**config.mk**
```make
export PLATFORM = sky130hd
export DESIGN_NAME = pabs_alu_ctrl
export DESIGN_NICKNAME = d
export VERILOG_FILES = /design/src/rtl/pabs_pkg.sv /design/src/rtl/pabs_alu_ctrl.sv
export SDC_FILE = /design/constraint.sdc
export NUM_CORES = 1
export LEC_CHECK = 0
export ABC_AREA = 1
export BUFFER_PORTS_ARGS = -buffer_cell sky130_fd_sc_hd__buf_2
export CAP_MARGIN = 20
export CORE_ASPECT_RATIO = 0.75
export CORE_UTILIZATION = 40
export DETAILED_ROUTE_END_ITERATION = 8
export PLACE_DENSITY = 0.65
export SLEW_MARGIN = 20
export SYNTH_ARGS = -nofsm -noshare
export SYNTH_HDL_FRONTEND = slang
export SYNTH_SLANG_ARGS = --single-unit
export TNS_END_PERCENT = 5
```
**constraint.sdc**
```tcl
create_clock -name clk -period 8.1 [get_ports clk]
set_input_delay 1.215 -clock clk [delete_from_list [all_inputs] [get_ports clk]]
set_output_delay 1.215 -clock clk [all_outputs]
set_load 0.05 [all_outputs]
```
**src/rtl/pabs_pkg.sv**
```systemverilog
package pabs_pkg;

  // ----------------------------------------------------------------
  // Register select codes
  // ----------------------------------------------------------------
  localparam logic [1:0] REG_PREBLEND  = 2'h0;
  localparam logic [1:0] REG_ST_PLANES = 2'h1;
  localparam logic [1:0] REG_ST_CTRL   = 2'h2;

  // ----------------------------------------------------------------
  // Reset values
  // ----------------------------------------------------------------
  localparam logic [31:0] PREBLEND_RST  = 32'h0000_0000;
  localparam logic [31:0] ST_PLANES_RST = 32'h00ff_0000;
  localparam logic [31:0] ST_CTRL_RST   = 32'h3330_0000;

  // ----------------------------------------------------------------
  // Field positions
  // ----------------------------------------------------------------
  localparam int PB_SAT_LSB    = 28;
  localparam int PB_M2_LSB     = 2;
  localparam int PB_ADD_BIT    = 0;
  localparam int SP_EN_LSB     = 24;
  localparam int SP_MASK_LSB   = 16;
  localparam int SC_FAIL_LSB   = 28;
  localparam int SC_ZFAIL_LSB  = 24;
  localparam int SC_ZPASS_LSB  = 20;
  localparam int SC_FUNC_LSB   = 16;
  localparam int ALPHA_LSB     = 24;

  // Writable bits; reserved bits are stored as zero.
  localparam logic [31:0] PREBLEND_WMASK  = 32'h3d0d_0d0d;
  localparam logic [31:0] ST_PLANES_WMASK = 32'hffff_0000;
  localparam logic [31:0] ST_CTRL_WMASK   = 32'h7777_0000;

  // ----------------------------------------------------------------
  // Types
  // ----------------------------------------------------------------
  typedef enum logic [2:0] {
    SOP_ZERO = 3'h0, SOP_KEEP = 3'h1, SOP_INVERT = 3'h2, SOP_REPLACE = 3'h3,
    SOP_INCR = 3'h4, SOP_DECR = 3'h5, SOP_INCR2 = 3'h6, SOP_DECR2 = 3'h7
  } pabs_sop_t;

  typedef struct packed {
    logic [7:0] m1;
    logic [8:0] addend;
    logic [7:0] m2;
    logic       loop_addend;
  } pabs_unit_sel_t;

  typedef struct packed {
    logic [31:0] new_data;
    logic [3:0]  extra;
    logic [31:0] old_data;
    logic [31:0] rop_result;
    logic [7:0]  st_ref;
    logic        sat_enable;
    logic        stateless;
    logic [1:0]  pass_in;
    logic        match_pass;
    logic        mag_pass;
  } pabs_pix_in_t;

endpackage

```
**src/rtl/pabs_alu_ctrl.sv**
```systemverilog
`timescale 1ns/10ps
`default_nettype none

module pabs_alu_ctrl
  import pabs_pkg::*;
(
  input  wire logic                    clk,
  input  wire logic                    sys_rst,
  input  wire logic                    reg_wr,
  input  wire logic [1:0]              reg_sel,
  input  wire logic [31:0]             reg_wdata,
  output logic      [31:0]             reg_rdata,
  input  wire pabs_pkg::pabs_pix_in_t  pix_in,
  output pabs_pkg::pabs_unit_sel_t     unit_sel [4],
  output logic      [7:0]              sat_out,
  output logic      [31:0]             pix_wdata,
  output logic                         pix_we,
  output logic                         pass_out,
  output logic                         unit3_blend_blocked
);
  import pabs_pkg::*;

  // ----------------------------------------------------------------
  // Registers
  // ----------------------------------------------------------------
  logic [31:0] preblend_control_q;
  logic [31:0] stencil_planes_q;
  logic [31:0] stencil_control_q;

  always_ff @(posedge clk)
  begin
    if (sys_rst)
    begin
      preblend_control_q <= PREBLEND_RST;
      stencil_planes_q   <= ST_PLANES_RST;
      stencil_control_q  <= ST_CTRL_RST;
    end
    else if (reg_wr)
    begin
      if (reg_sel == REG_PREBLEND)
        preblend_control_q <= reg_wdata & PREBLEND_WMASK;
      else if (reg_sel == REG_ST_PLANES)
        stencil_planes_q <= reg_wdata & ST_PLANES_WMASK;
      else if (reg_sel == REG_ST_CTRL)
        stencil_control_q <= reg_wdata & ST_CTRL_WMASK;
    end
  end

  wire logic [31:0] rd_pb = (reg_sel == REG_PREBLEND)  ? preblend_control_q : 32'h0000_0000;
  wire logic [31:0] rd_sp = (reg_sel == REG_ST_PLANES) ? stencil_planes_q   : 32'h0000_0000;
  wire logic [31:0] rd_sc = (reg_sel == REG_ST_CTRL)   ? stencil_control_q  : 32'h0000_0000;
  assign reg_rdata = rd_pb | rd_sp | rd_sc;

  // ----------------------------------------------------------------
  // Effective values; stateless writes override the stored state
  // ----------------------------------------------------------------
  wire logic [31:0] pb_eff = pix_in.stateless ? PREBLEND_RST  : preblend_control_q;
  wire logic [31:0] sp_eff = pix_in.stateless ? ST_PLANES_RST : stencil_planes_q;
  wire logic [31:0] sc_eff = pix_in.stateless ? ST_CTRL_RST   : stencil_control_q;

  // ----------------------------------------------------------------
  // Alpha saturate, shared by every unit
  // ----------------------------------------------------------------
  wire logic [7:0] new_a  = pix_in.new_data[ALPHA_LSB +: 8];
  wire logic [7:0] old_a  = pix_in.old_data[ALPHA_LSB +: 8];
  wire logic [7:0] nold_a = ~old_a;
  wire logic [1:0] sat_sel = pb_eff[PB_SAT_LSB +: 2];
  wire logic [7:0] sat_min = (new_a < nold_a) ? new_a : nold_a;

  // Without the saturate enable the block passes new alpha through.
  assign sat_out = !pix_in.sat_enable ? new_a :
                   (sat_sel == 2'h0) ? sat_min :
                   (sat_sel == 2'h1) ? new_a :
                   (sat_sel == 2'h2) ? old_a : nold_a;

  // ----------------------------------------------------------------
  // Per-unit preblend selection
  // ----------------------------------------------------------------
  for (genvar n = 0; n < 4; n++)
  begin : g_unit
    wire logic [3:0] fld  = pb_eff[8*n +: 4];
    wire logic [7:0] nb   = pix_in.new_data[8*n +: 8];
    wire logic [7:0] ob   = pix_in.old_data[8*n +: 8];
    wire logic [1:0] m2s  = fld[PB_M2_LSB +: 2];
    assign unit_sel[n].m1          = nb;
    assign unit_sel[n].addend      = {pix_in.extra[n], nb};
    assign unit_sel[n].m2          = m2s[1] ? sat_out :
                                     (m2s[0] ? ~ob : ob);
    assign unit_sel[n].loop_addend = fld[PB_ADD_BIT];
  end

  // ----------------------------------------------------------------
  // Stencil compare
  // ----------------------------------------------------------------
  wire logic [7:0] st_en   = sp_eff[SP_EN_LSB +: 8];
  wire logic [7:0] st_mask = sp_eff[SP_MASK_LSB +: 8];
  wire logic [7:0] ref_m   = pix_in.st_ref & st_mask;
  wire logic [7:0] old_m   = old_a & st_mask;
  wire logic [2:0] func    = sc_eff[SC_FUNC_LSB +: 3];
  logic            st_pass;

  always_comb
  begin
    case (func)
      3'h0: st_pass = 1'b1;
      3'h1: st_pass = ref_m > old_m;
      3'h2: st_pass = ref_m == old_m;
      3'h3: st_pass = ref_m >= old_m;
      3'h4: st_pass = 1'b0;
      3'h5: st_pass = ref_m <= old_m;
      3'h6: st_pass = ref_m != old_m;
      default: st_pass = ref_m < old_m;
    endcase
  end

  assign unit3_blend_blocked = |st_en;

  // ----------------------------------------------------------------
  // Stencil value as a packed integer of the enabled planes
  // ----------------------------------------------------------------
  logic [3:0] lsb_pos;
  logic [3:0] n_planes;
  always_comb
  begin
    lsb_pos  = 4'h0;
    n_planes = 4'h0;
    for (int i = 7; i >= 0; i--)
    begin
      if (st_en[i])
        lsb_pos = 4'(i);
      n_planes = n_planes + {3'h0, st_en[i]};
    end
  end

  // Non-contiguous plane sets still shift and mask, but saturate wrongly.
  wire logic [7:0] st_val  = (old_a & st_en) >> lsb_pos;
  wire logic [8:0] st_max9 = (9'h001 << n_planes) - 9'h001;
  wire logic [7:0] st_max  = st_max9[7:0];
  wire logic [7:0] st_inc  = (st_val >= st_max) ? st_max : st_val + 8'h01;
  wire logic [7:0] st_dec  = (st_val == 8'h00) ? 8'h00 : st_val - 8'h01;

  wire logic       fail_case = !st_pass;
  wire logic       zfail_case = st_pass && !pix_in.mag_pass;
  wire logic [2:0] op_sel =
    fail_case  ? sc_eff[SC_FAIL_LSB +: 3] :
    zfail_case ? sc_eff[SC_ZFAIL_LSB +: 3] :
                 sc_eff[SC_ZPASS_LSB +: 3];
  logic [7:0] st_new;

  always_comb
  begin
    case (pabs_sop_t'(op_sel))
      SOP_ZERO:    st_new = 8'h00;
      SOP_KEEP:    st_new = old_a;
      SOP_INVERT:  st_new = ~old_a;
      SOP_REPLACE: st_new = pix_in.st_ref;
      SOP_INCR, SOP_INCR2: st_new = 8'((st_inc << lsb_pos) & st_en);
      default:     st_new = 8'((st_dec << lsb_pos) & st_en);
    endcase
  end

  // ----------------------------------------------------------------
  // Write data and pass logic
  // ----------------------------------------------------------------
  wire logic       gate_ok = (&pix_in.pass_in) && pix_in.match_pass;
  wire logic       both_pass = st_pass && pix_in.mag_pass;
  wire logic [7:0] free_bits = both_pass ? pix_in.rop_result[ALPHA_LSB +: 8] : old_a;
  wire logic [7:0] top_d = (st_new & st_en) | (free_bits & ~st_en);
  wire logic [31:0] base_d = both_pass ? pix_in.rop_result : pix_in.old_data;

  // Stencil updates write on fail cases, so with any stencil plane enabled the write enable follows the gate only.
  wire logic       we_d = gate_ok && (both_pass || (|st_en));
  wire logic [31:0] wd_d = {top_d, base_d[23:0]};

  always_ff @(posedge clk)
  begin
    if (sys_rst)
    begin
      pix_wdata <= 32'h0000_0000;
      pix_we    <= 1'b0;
      pass_out  <= 1'b0;
    end
    else
    begin
      pix_wdata <= wd_d;
      pix_we    <= we_d;
      pass_out  <= gate_ok && both_pass;
    end
  end

endmodule

`default_nettype wire

```
==> results of run 1 <==
## final timing paths
kind                                            start                     to  slack [ps]  cells after the start
worst min-delay path            preblend_control_q[2]  preblend_control_q[2]         480                      2
worst max-delay path                        pix_in[4]          pix_wdata[29]         970                     33
worst min register to register  preblend_control_q[2]  preblend_control_q[2]         480                      2
worst max register to register   stencil_planes_q[24]          pix_wdata[29]        1530                     33
## power breakdown
group          switching, mW  internal [mW]
Combinational          0.526          0.194
Sequential            0.0143          0.399
Clock                  0.188          0.247
Total                  0.728          0.840
## cell type report
type	instances	area, µm²	share of cell area (%)
inverters	141	537	6.34
diodes	4	10.0	0.118
repair buffers	233	1170	13.9
clock inverters	7	87.6	1.03
clock buffers	9	225	2.66
multi-input cells	830	4610	54.4
flip-flops and latches	76	1520	18.0
well taps	242	303	3.58
## critical path: cells and delay by family
kind	cells	cell delay, ps
AND/OR/NAND/NOR	16	2180
adder cells (fa/ha/maj)	7	2480
AO/OA/AOI/OAI	3	450
XOR/XNOR	1	180
buffers and inverters	6	850
## cells by family after synthesis
logic type	synth area share [%]
AOI/OAI and AO/OA	20.7
xor gates and xnor gates	5.06
adders and majority gates	6.29
buffers and inverters	18.1
DFF	20.5
other	0.0504
and+or+nand+nor	29.3
## per-stage QoR
step	hold slack (ps)	setup slack (ps)	total power, mW
floorplan	444	1460	1.03
global route	511	392	1.65
finish	479	974	1.57
CTS	475	1020	1.56
global placement	462	749	1.12
detailed placement	465	694	1.13
## sequential cells by signal, summed over array words and instances (netlist names)
register,cells
pix_wdata,32
stencil_planes_q,16
preblend_control_q,14
stencil_control_q,12
pass_out,1
pix_we,1
## cell usage after synthesis, types with 3 or more instances
cell type / count
sky130_fd_sc_hd__o22ai_1: 3
sky130_fd_sc_hd__buf_4: 81
sky130_fd_sc_hd__nand3_1: 101
sky130_fd_sc_hd__nor2_2: 8
sky130_fd_sc_hd__inv_2: 11
sky130_fd_sc_hd__nand4_1: 10
sky130_fd_sc_hd__nor2_1: 72
sky130_fd_sc_hd__fa_1: 4
sky130_fd_sc_hd__a21oi_1: 94
sky130_fd_sc_hd__o211ai_1: 20
sky130_fd_sc_hd__nand3_2: 9
sky130_fd_sc_hd__o221ai_1: 5
sky130_fd_sc_hd__o311ai_0: 7
sky130_fd_sc_hd__buf_1: 5
sky130_fd_sc_hd__xor2_1: 41
sky130_fd_sc_hd__clkbuf_1: 29
sky130_fd_sc_hd__buf_6: 4
sky130_fd_sc_hd__ha_1: 31
sky130_fd_sc_hd__nor3_4: 3
sky130_fd_sc_hd__nand2_2: 8
sky130_fd_sc_hd__nor2_4: 6
sky130_fd_sc_hd__o21ai_1: 6
sky130_fd_sc_hd__nand2_1: 230
sky130_fd_sc_hd__nand3b_1: 3
sky130_fd_sc_hd__o21a_1: 7
sky130_fd_sc_hd__o21ai_0: 127
sky130_fd_sc_hd__nand2_4: 8
sky130_fd_sc_hd__dfxtp_1: 76
sky130_fd_sc_hd__clkinv_1: 4
sky130_fd_sc_hd__buf_2: 5
sky130_fd_sc_hd__inv_1: 125
## routing by layer
layer / vias up / track usage [%] / wire length [µm]
met5: - / 0 / 0
met4: 0 / 5.89 / 512
met3: 37 / 5.32 / 2840
met2: 436 / 40.2 / 11200
met1: 3746 / 39.7 / 12000
li1: 4010 / - / -
==> results.txt, run 1 <==
----------------------------------------------------
[Floorplan]
  Site Rows ... 42
  Die height ... 120 µm
  Starting density of the core ... 41.5%
  CORE AREA ... 0.0179 mm²
  Die Area ... 0.0191 mm²
  Horizontal die dimension ... 159 µm
  Total I/O pin count ... 330

[Drt]
  Routed WL ... 26.5 mm
  Average wire per cell in the routed design ... 17.2 µm
  Avg Vias per Cell ... 5.34
  # DRC ... 0
  Antenna Violating Nets Remaining ... 0
  Total vias in the final route ... 8229
  Number of detailed-route iterations in the first pass ... 5
  Iteration-0 DRC Markers ... 814

[STA]
  Hold Vio Cnt, Final ... 0
  Worst slew slack as a fraction of its limit ... 36.6%
  Period Utilization, post-route ... 88.0%
  Pins over their slew limit ... 0
  Worst slew pin tran ... 945 ps
  Setup repair after global routing missed its margin ... no
  Aggregate negative setup slack ... 0 ps
  Max Clock Skew ... 8.48 ps
  Achievable frequency ... 140 MHz
  Count of final setup violators ... 0
  Clock period minus final worst setup slack ... 7130 ps

[Hold path]
  Hold/Removal Path Class ... reg -> reg

[Global route]
  Via count of the first global-routing pass ... 7181
  Largest net degree at the start of global routing ... 63
  First-pass GRT wire length ... 40.3 mm
  Total GRT Usage ... 27.0%
  Total grt overflow ... 0
  Antenna violations before repair ... 4

[Placed design]
  Final GP Congestion ... 0.945
  DP Wirelength ... 21.0 mm
  Area of placed instances ... 0.00814 mm²
  Port Buf Inserts ... 229
  Placed Cells incl. Taps ... 1521

[Critical path]
  Critical path's slowest cell ... sky130_fd_sc_hd__fa_1
  CP required ... 8330 ps
  Data arrival, critical path ... 7350 ps
  Type of element launching the critical path ... primary input
  Critical Path End Type ... register
  Critical path peak fanout ... 15
  Peak per-stage delay on the critical path ... 600 ps
  Setup Crit Path Kind ... in -> reg
  Cell seen most often among critical-path stages ... sky130_fd_sc_hd__nand2_1

[Cells and area]
  Area Overhead vs Synth ... 13.8%
  Post-layout utilization of the core ... 47.2%
  Fraction of final layout cells with drive strength greater than 1 ... 23.9%
  Most common cell after layout, fill and taps aside ... sky130_fd_sc_hd__nand2_1
  Number of nets in the layout ... 1477
  Top library cells by usage in the layout, fill and taps aside ... sky130_fd_sc_hd__nand2_1 (230), sky130_fd_sc_hd__buf_2 (229), sky130_fd_sc_hd__o21ai_0 (127)
  Final Non-Filler Cells ... 1542
  Area of all placed cells without fillers ... 0.00846 mm²
  Final-layout fill cell count ... 1907

[Clock tree]
  Number of buffers created by CTS ... 9
  Cell chosen for the clock root ... sky130_fd_sc_hd__clkbuf_16
  Post-CTS setup repair buffer count ... 0
  Number of sinks on the clock net ... 76
  TritonCTS clock tree ... built
  Maximum level of the CTS H-tree ... 3
  CTS max path bufs ... 2
  Gates resized, CTS repair ... 0
  Total of hold buffers inserted after clock tree synthesis ... 0
  Latest clock arrival within the worst-skew pair ... 350 ps
  Worst-path clk slew ... 70 ps

[Yosys]
  Number of synthesized register bits ... 76
  Unique masters post-synth ... 46
  Mapped cell area ... 0.00744 mm²
  Top FF cell, synth ... sky130_fd_sc_hd__dfxtp_1
  Gate Count Post-Synth ... 1162
  Seq/Total Area, Yosys ... 20.5%
  Async set or reset register ratio after synthesis ... 0%
  Avg Cell Area, Syn ... 6.40 µm²
  Cell taking the most area after synthesis ... sky130_fd_sc_hd__dfxtp_1
  Count of flip-flops with a built-in enable after synthesis ... 0
  Top cells by area, synth ... sky130_fd_sc_hd__dfxtp_1 (20%), sky130_fd_sc_hd__nand2_1 (12%), sky130_fd_sc_hd__o21ai_0 (8.5%)
  Warnings from Yosys ... 0
  Area share of the leading cell type in the synthesized netlist ... 20.5%

[Flow run]
  Max cap viols ... 0

[Power and ir drop]
  Worst IR Drop VDD ... 0.103 mV
  Leakage power total ... 4.25 nW
  Cell area power density ... 185 mW/mm²

[Run status]
  Status ... completed

----------------------------------------------------
No activity file was read; power rests on OpenSTA's default activity.
==> inputs of run 2 (changes only) <==
--- a/config.mk
+++ b/config.mk
@@ -9,9 +9,10 @@
 export BUFFER_PORTS_ARGS = -buffer_cell sky130_fd_sc_hd__buf_2
 export CAP_MARGIN = 20
 export CORE_ASPECT_RATIO = 0.75
-export CORE_UTILIZATION = 40
+export CORE_UTILIZATION = 30
 export DETAILED_ROUTE_END_ITERATION = 8
-export PLACE_DENSITY = 0.65
+export HOLD_SLACK_MARGIN = 0.06
+export PLACE_DENSITY = 0.51
 export SLEW_MARGIN = 20
 export SYNTH_ARGS = -nofsm -noshare
 export SYNTH_HDL_FRONTEND = slang
==> results.txt, run 2 (synthesis results as in run 1) <==
----------------------------------------------------
[STA]
  Worst hold-check slack ... 481 ps (+2.09 ps)
  Count of final setup violators ... 0 (unchanged)
  Aggregate negative setup slack ... 0 ps (unchanged)
  Hold Vio Cnt, Final ... 0 (unchanged)
  Setup repair after global routing missed its margin ... no
  Max Clock Skew ... 7.85 ps (-0.629 ps)
  Period Utilization, post-route ... 87.9% (-0.11 points)
  Worst slew pin tran ... 1030 ps (+87.7 ps)
  Worst slew slack as a fraction of its limit ... 30.7% (-5.9 points)
  Final setup slack of the worst path ... 983 ps (+9.23 ps)
  Clock period minus final worst setup slack ... 7120 ps (-9.22 ps)
  Achievable frequency ... 141 MHz (+0.13%)
  Pins over their slew limit ... 0 (unchanged)

[Cells and area]
  Top library cells by usage in the layout, fill and taps aside ... sky130_fd_sc_hd__nand2_1 (230), sky130_fd_sc_hd__buf_2 (229), sky130_fd_sc_hd__o21ai_0 (127)
  Largest register by flop count ... pix_wdata
  Post-layout utilization of the core ... 35.5% (-12 points)
  Number of nets in the layout ... 1480 (+0.20%)
  Final-layout fill cell count ... 2760 (+45%)
  Max reg flops ... 32 (unchanged)
  Top flop regs ... pix_wdata x32, stencil_planes_q x16, preblend_control_q x14
  Area of all placed cells without fillers ... 0.00858 mm² (+1.3%)
  Most common cell after layout, fill and taps aside ... sky130_fd_sc_hd__nand2_1
  Area Overhead vs Synth ... 15.3%
  Final antenna diode count ... 0 (-4)
  Fraction of final layout cells with drive strength greater than 1 ... 24.2% (+0.25 points)

[Critical path]
  Critical path's slowest cell ... sky130_fd_sc_hd__fa_1
  Setup Crit Path Kind ... in -> reg
  Data arrival, critical path ... 7370 ps (+20 ps)
  Cell seen most often among critical-path stages ... sky130_fd_sc_hd__nand2_1
  Type of element launching the critical path ... primary input
  Critical path peak fanout ... 15 (unchanged)
  Critical Path End Type ... register
  CP required ... 8360 ps (+30 ps)
  Peak per-stage delay on the critical path ... 600 ps (about the same)

[Power and ir drop]
  Power spent charging and discharging nets ... 0.724 mW (-0.57%)
  Sequential share of power ... 26.5% (+0.2 points)
  Worst IR Drop VDD ... 0.110 mV (+7.1%)
  Fraction of power spent switching nets ... 46.5% (about the same)
  Clock power share ... 26.9% (-0.8 points)
  Combinational fraction of design power ... 46.6% (+0.7 points)
  Internal Power ... 0.834 mW (-0.71%)
  Leakage power total ... 4.24 nW (about the same)
  Cell area power density ... 182 mW/mm² (-2.0%)

[Global route]
  Largest net degree at the start of global routing ... 64 (+1.6%)
  Total grt overflow ... 0 (unchanged)
  Total GRT Usage ... 21.9% (-5.1 points)
  Via count of the first global-routing pass ... 6824 (-5.0%)
  Antenna violations before repair ... 0 (-4)
  First-pass GRT wire length ... 42.3 mm (+4.9%)

[Flow run]
  Max cap viols ... 0 (unchanged)

[Clock tree]
  Latest clock arrival within the worst-skew pair ... 350 ps (about the same)
  TritonCTS clock tree ... built
  Number of sinks on the clock net ... 76 (unchanged)
  Post-CTS setup repair buffer count ... 0 (unchanged)
  Number of buffers created by CTS ... 9 (unchanged)
  Maximum level of the CTS H-tree ... 3 (unchanged)
  Gates resized, CTS repair ... 0 (unchanged)
  Worst-path clk slew ... 70 ps (about the same)
  CTS max path bufs ... 2 (unchanged)
  Cell chosen for the clock root ... sky130_fd_sc_hd__clkbuf_16
  Total of hold buffers inserted after clock tree synthesis ... 0 (unchanged)

[Floorplan]
  Die Area ... 0.0254 mm² (+33%)
  Site Rows ... 49 (+17%)
  CORE AREA ... 0.0242 mm² (+35%)
  Die height ... 138 µm (+15%)
  Horizontal die dimension ... 184 µm (+15%)
  Total I/O pin count ... 330 (unchanged)
  Starting density of the core ... 30.8% (-11 points)

[Drt]
  Number of detailed-route iterations in the first pass ... 5 (unchanged)
  Routed WL ... 28.5 mm (+7.5%)
  Avg Vias per Cell ... 4.90 (-8.2%)
  Iteration-0 DRC Markers ... 560 (-31%)
  Total vias in the final route ... 7984 (-3.0%)
  Average wire per cell in the routed design ... 17.5 µm (+1.7%)
  # DRC ... 0 (unchanged)
  Antenna Violating Nets Remaining ... 0 (unchanged)

[Placed design]
  Final GP Congestion ... 0.875 (-7.4%)
  Area of placed instances ... 0.00827 mm² (+1.6%)
  Pre-CTS setup slack ... 624 ps (-69.5 ps)
  DP Wirelength ... 22.7 mm (+8.1%)
  Port Buf Inserts ... 229 (unchanged)

[Run status]
  Status ... completed

[Hold path]
  Hold/Removal Path Class ... reg -> reg

----------------------------------------------------
run 2: path summary, 6_finish.rpt:
kind / depth (start not counted) / to / startpoint / slack [ps]
max reg2reg: 34 / pix_wdata[29] / stencil_planes_q[24] / 1570
min: 2 / preblend_control_q[10] / preblend_control_q[10] / 480
max: 34 / pix_wdata[29] / pix_in[4] / 980
min reg2reg: 2 / preblend_control_q[10] / preblend_control_q[10] / 480
run 2: cell type report:
type                       instances  area (µm²)  share of cell area (%)
inverter                         141         537                    6.26
clock inverter                     7        75.1                   0.875
sequential                        76        1520                    17.7
tap                              331         414                    4.83
multi-input combinational        830        4610                    53.7
clock buffer                       9         225                    2.63
timing repair buffer             236        1200                    14.0
run 2: metal layers:
layer	GRT usage (%)	wire [µm]
met1	33.5	14000
met2	31.9	12200
met3	4.19	2090
met4	2.89	250
met5	0	0
run 2: critical path: cells and delay by family:
| family | cells | cell delay, ps |
|---|---|---|
| fa+ha+maj | 7 | 2480 |
| compound gates | 3 | 420 |
| buf+inv | 6 | 870 |
| simple gates | 17 | 2190 |
| xor+xnor | 1 | 190 |
run 2: through the flow:
step / std cells / power [mW]
after global routing: 1630 / 1.65
after global placement: 1613 / 1.14
after floorplan: 1171 / 1.03
final: 1630 / 1.56
after CTS: 1629 / 1.56
after detailed placement: 1613 / 1.14
run 2: power by group through the flow:
stage               clock [mW]  combinational (mW)  sequential, mW
CTS                      0.425               0.725           0.412
global route             0.441               0.797           0.415
detailed placement           0               0.723           0.421
global placement             0               0.720           0.420
floorplan                    0               0.565           0.466
finish                   0.419               0.726           0.413
